## src/ocd_pkg.sv

```systemverilog
// Shared constants, register layouts and state types of the oscillator clock control.
package ocd_pkg;

    // Register bus geometry and map.
    localparam int          ADDR_W        = 8;
    localparam int          DATA_W        = 32;
    localparam logic [7:0]  MISC_OFS      = 8'h00;
    localparam logic [7:0]  STATUS_OFS    = 8'h04;
    localparam logic [31:0] RDATA_ZERO    = 32'h0000_0000;

    // Main divider and stabilization counter presets.
    localparam logic [6:0]  PRESC_PRESET  = 7'h78;
    localparam logic [5:0]  STAB_PRESET   = 6'h00;
    localparam logic [5:0]  STAB_FULL     = 6'h3f;
    localparam logic [6:0]  PRESC_ONE     = 7'h01;
    localparam logic [5:0]  STAB_ONE      = 6'h01;

    // Divider tap masks: a tap fires when all its low bits are ones.
    localparam logic [6:0]  TAP_DIV2      = 7'h01;
    localparam logic [6:0]  TAP_DIV4      = 7'h03;
    localparam logic [6:0]  TAP_DIV64     = 7'h3f;
    localparam logic [6:0]  TAP_DIV128    = 7'h7f;

    // Sub-oscillator timebase counter.
    localparam logic [13:0] TB_PRESET     = 14'h0078;
    localparam logic [13:0] TB_ONE        = 14'h0001;
    localparam int          SUB_READY_CNT = 8072;

    // Synchronised pin indices.
    localparam int PIN_MAIN = 0;
    localparam int PIN_SUB  = 1;
    localparam int PIN_EXT_IRQ_ONE = 2;
    localparam int PIN_EXT_IRQ_TWO = 3;
    localparam int PIN_KEY  = 4;
    localparam int PIN_N    = 5;

    typedef enum logic [1:0] {
        SEL_DIV2  = 2'b00,
        SEL_DIV4  = 2'b01,
        SEL_DIV64 = 2'b10,
        SEL_SUB   = 2'b11
    } ocd_sel_e;

    typedef enum logic [1:0] {
        PW_RUN     = 2'b00,
        PW_WAIT    = 2'b01,
        PW_STOP    = 2'b10,
        PW_RECOVER = 2'b11
    } ocd_pw_e;

    typedef struct packed {
        logic       main_osc_ready_flag;
        logic       sub_osc_ready_flag;
        logic [2:0] reserved;
        logic       main_osc_enable;
        logic       sysclk_select_hi;
        logic       sysclk_select_lo;
    } ocd_misc_s;

    typedef struct packed {
        logic [1:0] reserved;
        logic       reset_hold;
        logic       recovering;
        logic       stopped;
        logic       waiting;
        logic       main_running;
        logic       sub_clk_phase;
    } ocd_status_s;

    localparam ocd_misc_s MISC_RESET = '{
        main_osc_ready_flag: 1'b0,
        sub_osc_ready_flag:  1'b0,
        reserved:            3'b000,
        main_osc_enable:     1'b1,
        sysclk_select_hi:    1'b1,
        sysclk_select_lo:    1'b0
    };

endpackage

```

## src/ocd_clock_ctrl.sv

```systemverilog
// Oscillator prescaler, stabilization counter, clock select and low-power control.
//
// What this block does
// - Seven-bit main prescaler with div 2/4/64/128 taps.
// - Six-bit counter overflow sets ready, releases reset.
// - Power-on or enable clear presets both counters.
// - Two-bit select picks main or sub tick.
// - Reset selects main oscillator divided by 64.
// - Sub runs always; main stops by stop/enable.
// - Stop on main clock clears stabilization counter.
// - Main-clock stop exit waits for counter overflow.
// - External reset restores select and enable defaults.
// - Sub-clock stop exit resumes now, main restarts.
// - Enable clear stops main; reenable restarts it.
// - Enable low stop exit keeps main stopped.
// - Stop halts clocks, clears ready, inits counter.
// - Stop exits on reset, irqs, key, serial, timebase.
// - Main-clock stop resumes CPU after overflow only.
// - Wait gates CPU clock only; any interrupt exits.
// - Recovery waits follow reset kind and clock.
// - Main ready read-only, cleared by power-on, enable.
// - Sub ready set after 8072 timebase counts.
//
// Added by the designer: the APB register port and the address map.
`timescale 1ns/1ps
`default_nettype none

module ocd_clock_ctrl
    import ocd_pkg::*;
#(
    parameter int SUB_READY_COUNT = SUB_READY_CNT
) (
    // Clock and resets
    input  wire logic              sys_clk_i,
    input  wire logic              rst_i,
    input  wire logic              por_i,
    // Oscillator pins
    input  wire logic              main_oscillator_i,
    input  wire logic              sub_oscillator_i,
    output logic                   main_osc_run_o,
    // Wake pins
    input  wire logic              ext_irq_one_i,
    input  wire logic              ext_irq_two_i,
    input  wire logic              key_wakeup_input_i,
    // CPU and peripheral requests
    input  wire logic              stop_req_i,
    input  wire logic              wait_req_i,
    input  wire logic              any_irq_i,
    input  wire logic              simple_serial_port_wake_i,
    input  wire logic              timebase_irq_i,
    // Clock ticks and reset out
    output logic                   cpu_clk_tick_o,
    output logic                   periph_clk_tick_o,
    output logic                   timebase_tick_o,
    output logic                   internal_reset_o,
    // APB slave
    input  wire logic              psel_i,
    input  wire logic              penable_i,
    input  wire logic              pwrite_i,
    input  wire logic [ADDR_W-1:0] paddr_i,
    input  wire logic [DATA_W-1:0] pwdata_i,
    input  wire logic [3:0]        pstrb_i,
    output logic [DATA_W-1:0]      prdata_o,
    output logic                   pready_o,
    output logic                   pslverr_o
);

    localparam logic [13:0] TB_READY = TB_PRESET + 14'(SUB_READY_COUNT);

    function automatic logic tap_hit(input logic [6:0] cnt, input logic [6:0] mask);
        tap_hit = ((cnt & mask) == mask);
    endfunction

    function automatic logic addr_is(input logic [ADDR_W-1:0] a, input logic [7:0] ofs);
        addr_is = (a == ADDR_W'(ofs));
    endfunction

    logic [PIN_N-1:0] pin_meta;
    logic [PIN_N-1:0] pin_sync;
    logic [PIN_N-1:0] pin_last;
    logic             main_edge;
    logic             sub_edge;
    logic             wake_pin;

    ocd_misc_s        misc;
    logic             main_osc_enable;
    logic             sysclk_select_hi;
    logic             sysclk_select_lo;
    logic             main_osc_ready_flag;
    logic             sub_osc_ready_flag;
    ocd_pw_e          pw_state;
    logic [6:0]       presc;
    logic [5:0]       stab;
    logic [13:0]      tb_cnt;
    logic             sub_half;
    logic             reset_hold;
    logic             main_run;
    logic             main_tick;
    logic             overflow;
    logic             sysclk_tick;
    logic             stop_wake;
    logic             apb_setup;
    logic             apb_access;
    logic             mapped;
    logic             misc_wr;
    logic [DATA_W-1:0] next_rdata;
    ocd_sel_e         sel;

    // Only the second and third stages are looked at; the first may be metastable.
    // Power-on only: clearing them on external reset would fake an edge on a high pin.
    always_ff @(posedge sys_clk_i) begin
        if (por_i) begin
            pin_meta <= '0;
            pin_sync <= '0;
            pin_last <= '0;
        end else begin
            pin_meta <= {key_wakeup_input_i, ext_irq_two_i, ext_irq_one_i,
                         sub_oscillator_i, main_oscillator_i};
            pin_sync <= pin_meta;
            pin_last <= pin_sync;
        end
    end

    assign main_edge = pin_sync[PIN_MAIN] && !pin_last[PIN_MAIN];
    assign sub_edge  = pin_sync[PIN_SUB] && !pin_last[PIN_SUB];
    assign wake_pin  = pin_sync[PIN_EXT_IRQ_ONE] || pin_sync[PIN_EXT_IRQ_TWO] || pin_sync[PIN_KEY];

    assign sel       = ocd_sel_e'({misc.sysclk_select_hi, misc.sysclk_select_lo});
    assign main_run  = misc.main_osc_enable && (pw_state != PW_STOP);
    assign main_tick = main_edge && main_run;
    assign overflow  = main_tick && tap_hit(presc, TAP_DIV128) && (stab == STAB_FULL);
    assign stop_wake = wake_pin || simple_serial_port_wake_i || timebase_irq_i;

    // Main prescaler: preset on power-on or while enable is low, left alone by stop.
    always_ff @(posedge sys_clk_i) begin
        if (por_i || !misc.main_osc_enable) begin
            presc <= PRESC_PRESET;
        end else if (main_tick) begin
            presc <= presc + PRESC_ONE;
        end
    end

    // Stabilization counter, clocked by the divide-by-128 tap.
    always_ff @(posedge sys_clk_i) begin
        if (por_i || !misc.main_osc_enable) begin
            stab <= STAB_PRESET;
        end else if (pw_state != PW_STOP && stop_req_i && pw_state == PW_RUN) begin
            stab <= STAB_PRESET;
        end else if (main_tick && tap_hit(presc, TAP_DIV128)) begin
            stab <= stab + STAB_ONE;
        end
    end

    // The sub-oscillator never stops, so its counter has no stop gating.
    always_ff @(posedge sys_clk_i) begin
        if (por_i) begin
            tb_cnt   <= TB_PRESET;
            sub_half <= 1'b0;
        end else if (sub_edge) begin
            tb_cnt   <= tb_cnt + TB_ONE;
            sub_half <= !sub_half;
        end
    end

    // Power-state sequencer.
    always_ff @(posedge sys_clk_i) begin
        if (por_i || rst_i) begin
            pw_state <= PW_RUN;
        end else begin
            unique case (pw_state)
                PW_RUN: begin
                    if (stop_req_i) begin
                        pw_state <= PW_STOP;
                    end else if (wait_req_i) begin
                        pw_state <= PW_WAIT;
                    end
                end
                PW_WAIT: begin
                    if (any_irq_i) begin
                        pw_state <= PW_RUN;
                    end
                end
                PW_STOP: begin
                    if (stop_wake) begin
                        if (sel == SEL_SUB) begin
                            pw_state <= PW_RUN;
                        end else begin
                            pw_state <= PW_RECOVER;
                        end
                    end
                end
                PW_RECOVER: begin
                    if (overflow) begin
                        pw_state <= PW_RUN;
                    end
                end
            endcase
        end
    end

    // Reset hold: power-on always waits, external reset only with main stopped.
    always_ff @(posedge sys_clk_i) begin
        if (por_i) begin
            reset_hold <= 1'b1;
        end else if (rst_i && !main_run) begin
            reset_hold <= 1'b1;
        end else if (overflow) begin
            reset_hold <= 1'b0;
        end
    end

    assign internal_reset_o = por_i || rst_i || reset_hold;

    // Control fields follow external reset; ready flags only power-on.
    always_ff @(posedge sys_clk_i) begin
        if (por_i || rst_i) begin
            main_osc_enable  <= MISC_RESET.main_osc_enable;
            sysclk_select_hi <= MISC_RESET.sysclk_select_hi;
            sysclk_select_lo <= MISC_RESET.sysclk_select_lo;
        end else if (misc_wr) begin
            main_osc_enable  <= pwdata_i[2];
            sysclk_select_hi <= pwdata_i[1];
            sysclk_select_lo <= pwdata_i[0];
        end
    end

    // The view is rebuilt from separate flops so each field has one driver.
    assign misc = '{
        main_osc_ready_flag: main_osc_ready_flag,
        sub_osc_ready_flag:  sub_osc_ready_flag,
        reserved:            MISC_RESET.reserved,
        main_osc_enable:     main_osc_enable,
        sysclk_select_hi:    sysclk_select_hi,
        sysclk_select_lo:    sysclk_select_lo
    };

    // Overflow wins over a clear in the same cycle.
    always_ff @(posedge sys_clk_i) begin
        if (por_i) begin
            main_osc_ready_flag <= 1'b0;
        end else if (overflow) begin
            main_osc_ready_flag <= 1'b1;
        end else if (!misc.main_osc_enable || pw_state == PW_STOP) begin
            main_osc_ready_flag <= 1'b0;
        end
    end

    always_ff @(posedge sys_clk_i) begin
        if (por_i) begin
            sub_osc_ready_flag <= 1'b0;
        end else if (sub_edge && (tb_cnt + TB_ONE) == TB_READY) begin
            sub_osc_ready_flag <= 1'b1;
        end
    end

    // Selected system tick; a wrong select with a dead source gives no ticks.
    always_comb begin
        unique case (sel)
            SEL_DIV2:  sysclk_tick = main_tick && tap_hit(presc, TAP_DIV2);
            SEL_DIV4:  sysclk_tick = main_tick && tap_hit(presc, TAP_DIV4);
            SEL_DIV64: sysclk_tick = main_tick && tap_hit(presc, TAP_DIV64);
            SEL_SUB:   sysclk_tick = sub_edge && sub_half;
        endcase
    end

    assign cpu_clk_tick_o    = sysclk_tick && (pw_state == PW_RUN) && !reset_hold;
    assign periph_clk_tick_o = sysclk_tick && (pw_state == PW_RUN || pw_state == PW_WAIT);
    assign timebase_tick_o   = main_tick && tap_hit(presc, TAP_DIV128);
    assign main_osc_run_o    = main_run;

    // APB: zero wait states, read data captured in the setup cycle.
    assign apb_setup  = psel_i && !penable_i;
    assign apb_access = psel_i && penable_i;
    assign mapped     = addr_is(paddr_i, MISC_OFS) || addr_is(paddr_i, STATUS_OFS);
    assign misc_wr    = apb_access && pwrite_i && addr_is(paddr_i, MISC_OFS) && pstrb_i[0];
    assign pready_o   = apb_access;
    assign pslverr_o  = apb_access && !mapped;

    always_comb begin
        next_rdata = RDATA_ZERO;
        if (addr_is(paddr_i, MISC_OFS)) begin
            next_rdata = DATA_W'(misc);
        end else if (addr_is(paddr_i, STATUS_OFS)) begin
            next_rdata = DATA_W'(ocd_status_s'{
                reserved:      2'b00,
                reset_hold:    reset_hold,
                recovering:    (pw_state == PW_RECOVER),
                stopped:       (pw_state == PW_STOP),
                waiting:       (pw_state == PW_WAIT),
                main_running:  main_run,
                sub_clk_phase: sub_half
            });
        end
    end

    always_ff @(posedge sys_clk_i) begin
        if (rst_i || por_i) begin
            prdata_o <= RDATA_ZERO;
        end else if (apb_setup && !pwrite_i) begin
            prdata_o <= next_rdata;
        end
    end

endmodule

`default_nettype wire

```

## config.mk

```make
export PLATFORM = sky130hd
export DESIGN_NAME = ocd_clock_ctrl
export DESIGN_NICKNAME = d
export VERILOG_FILES = /design/src/ocd_pkg.sv /design/src/ocd_clock_ctrl.sv
export SDC_FILE = /design/constraint.sdc
export NUM_CORES = 1
export LEC_CHECK = 0
export BUFFER_PORTS_ARGS = -buffer_cell sky130_fd_sc_hd__buf_2
export CELL_PAD_IN_SITES_DETAIL_PLACEMENT = 1
export CELL_PAD_IN_SITES_GLOBAL_PLACEMENT = 1
export CORE_MARGIN = 2
export CORE_UTILIZATION = 39
export DETAILED_ROUTE_END_ITERATION = 10
export PLACE_DENSITY_LB_ADDON = 0.1
export SETUP_SLACK_MARGIN = 0.3
export SLEW_MARGIN = 0
export SYNTH_ARGS = -nofsm -noshare
export SYNTH_HDL_FRONTEND = slang
export SYNTH_SLANG_ARGS = --single-unit
```

## constraint.sdc

```tcl
create_clock -name sys_clk_i -period 5 [get_ports sys_clk_i]
set_clock_uncertainty 0.15 [all_clocks]
set_input_delay 0.25 -clock sys_clk_i [delete_from_list [all_inputs] [get_ports sys_clk_i]]
set_output_delay 0.25 -clock sys_clk_i [all_outputs]
set_load 0.05 [all_outputs]
```

==> flow_summary.yaml <==
synth:
  synth_edf_count: 0
  post-synth-top-area-cell: "dfxtp_1"
  syn_avg_cell_area_um2: 8.39
  ys_seq_elements: 56
  synthTopCellsByArea: "dfxtp_1, buf_4, nand2_1"
  netlist_area_um2: 2830
  synth.top_cells.by_count: "dfxtp_1, nand2_1, nor2_1"
  yosys_most_used_dff: "dfxtp_1"
  synth_top_area_share_pct: 39.6
  synthDistinctLibCells: 47
  seq_area_frac_synth_pct: 39.6
  synth_warnings: 0
  yosysMostFrequentCell: "dfxtp_1"
  syn-instance-count: 337
  ys_async_sr_fraction_pct: 0
hold_path:
  min_to: "sysclk_select_lo"
  hold_start: "pwdata_i[0]"
  whs_path_depth: 3
  hold_path_class: "in -> reg"
floorplanning:
  fp.coreArea_um2: 7140
  die_w_um: 89.2
  num_rows: 31
  io_pins: 99
  die_y_um: 89.2
  dieArea_um2: 7950
  start_util_pct: 39.6
pwr:
  cellInternalPower_uw: 591
  peakVddDrop_uv: 110
  seq_power_share_pct: 55.8
  combPwrFrac_pct: 11.9
  switching_share_pct: 28.1
  p_leak_uw: 0.00126
  switchingPower_uw: 231
  power.density_nw_per_um2: 260
  power_frac_clock_pct: 32.3
cts:
  cts_tree: "built"
  clk_pin_slew_ns: 0.11
  cts_sinks: 56
  root_buffer: "clkbuf_8"
  ctsHoldBuffers: 5
  cts_setup_buffers: 0
  clk_latency_ns: 0.31
  cts.path.max_buffers: 2
  ctsResizeCount: 0
  cts_inserted_buffers: 5
  htreeDepth: 2
critical_path:
  crit_arrival_ns: 2.35
  worstSetupEndpointType: "output pin"
  crit_slowest_cell: "dfxtp_1"
  cpPeakStageDelay_ns: 0.52
  cp-start-kind: "flip-flop"
  rr_startpoint: "pw_state[0]"
  r2r-end: "stab[5]"
  worstPathCellList: "nand2b_2 -> and4b_1 -> nor2b_1 -> a32oi_1 -> nor4_1 -> buf_2"
  rrSetupSlack_ns: 2.55
  crit_fanout: 11
  critPathRequiredTime_ns: 4.60
  r2r_cells: 5
  crit_type: "reg -> out"
drt:
  drt_iter0_drc: 54
  first_pass_iters: 4
  postRouteAntennaNets: 0
  wl_um: 6120
  via_count: 2289
  drt-vias-per-instance: 4.80
  routedWlPerCell_um: 12.8
  route.detailed.drc: 0
layout:
  final_util_pct: 44.3
  insertedDiodeCount: 0
  fin_nets: 444
  multi_input_area_um2: 1530
  final_layout_size_suffix_gt1_share_pct: 16.1
  ff_latch_area_um2: 1120
  n_fill_cell: 909
  area_growth_pct: 11.8
sta:
  rsz0062_at_grt: "false"
  hold_violations: 0
  setup_violations: 0
  maxSlewHeadroom_pct: 59.6
  setup_tns_ns: 0
  fin_crit_sh_pct: 55.0
  tightest_slew_ns: 0.606
  period_needed_ns: 2.75
  drv_slew: 0
  timing.final.ws_setup_ns: 2.25
  fmax_mhz: 364
grt:
  grt_first_pass_wirelength_um: 10100
  grt_pass1_vias: 2211
  grtUsageTotal_pct: 16.3
  antenna_found_initial: 0
  grt_max_degree: 36
  grt_overflow_total: 0
placement:
  dpl.hpwl_um: 4570
  numPortBuffers: 42
  routabilityCongestion: 0.767
  dp_slack_ns: 2.54
flow_run:
  max-cap-violations: 0
status:
  status: "completed"
-- cells by family after synthesis --
kind of cell	Yosys count	synth area share, %
simple gates	153	28.8
flops	56	39.6
compound gates	48	10.6
buf+inv	45	9.29
xor+xnor	25	7.74
fa+ha+maj	7	3.10
mux	2	0.708
other cells	1	0.133
-- power by group through the flow --
stage	clock network, µW	registers, µW	logic (µW)
floorplan	0	466	91.6
global placement	0	469	94.1
detailed placement	0	469	95.2
CTS	281	459	98.3
global route	301	460	107
finish	265	459	97.8
-- critical path, delay by kind of cell (launching register included) --
kind | cells | cell delay (ns)
compound gates | 1 | 0.09
buf+inv | 1 | 0.31
flops | 1 | 0.52
simple gates | 4 | 1.12
-- worst max path at each step --
stage,startpoint,to,depth (start not counted)
5_1_grt,pw_state[0],timebase_tick_o,5
3_3_place_gp,pw_state[0],stab[5],5
6_report,pw_state[0],cpu_clk_tick_o,6
4_1_cts,pw_state[0],timebase_tick_o,5
3_5_place_dp,pw_state[0],stab[5],5
2_1_floorplan,pw_state[0],cpu_clk_tick_o,7
-- per-layer routing --
layer / global-route usage, % / part of all wire [%] / vias up
met3: 3.14 / 3.1 / 6
met4: 4.07 / 1.1 / 0
li1: - / - / 1166
met2: 28.6 / 49 / 34
met1: 20.5 / 47 / 1083
met5: 0 / 0 / -
-- state kept, by name (all words and copies together) (netlist names), 2 cells and up --
signal and count:
presc 7, tb_cnt 14, pw_state 2, prdata_o 8
pin_meta 5, pin_last 2, stab 6, pin_sync 5
-- cells in the final DEF, fill, tap and decap left out, types with 3 or more instances in the layout --
cell           instances
nand3_1               17
buf_2                 42
a21oi_1               21
nor2b_1               17
clkbuf_8               6
nor3_1                 7
nand4_1                7
or3_1                  5
o211ai_1               3
ha_1                   7
and2_1                 3
conb_1                24
o31ai_1                3
dfxtp_1               56
xnor2_1               15
or4_1                  3
nor2_1                35
nand2b_1               5
o21ai_0                9
inv_1                  8
nand2_1               36
dlygate4sd3_1          5
xor2_1                10
-- layout make-up --
cell class	count	area share, %
flip-flops and latches	56	35.5
repair buffers	47	8.23
inverters	8	0.950
well taps	99	3.92
clock inverters	2	0.435
multi-input cells	259	48.4
clock buffers	6	2.61
-- metrics by stage --
| step | hold slack (ns) | cells | instance area (µm²) | power (µW) |
|---|---|---|---|---|
| after global placement | 0.270 | 464 | 3020 | 563 |
| after floorplan | 0.228 | 360 | 2910 | 557 |
| after CTS | 0.0132 | 477 | 3160 | 838 |
| after detailed placement | 0.277 | 464 | 3020 | 565 |
| final | 0.0242 | 477 | 3160 | 822 |
| after global routing | 0.0397 | 477 | 3160 | 868 |
(Power assumes the default switching activity.)
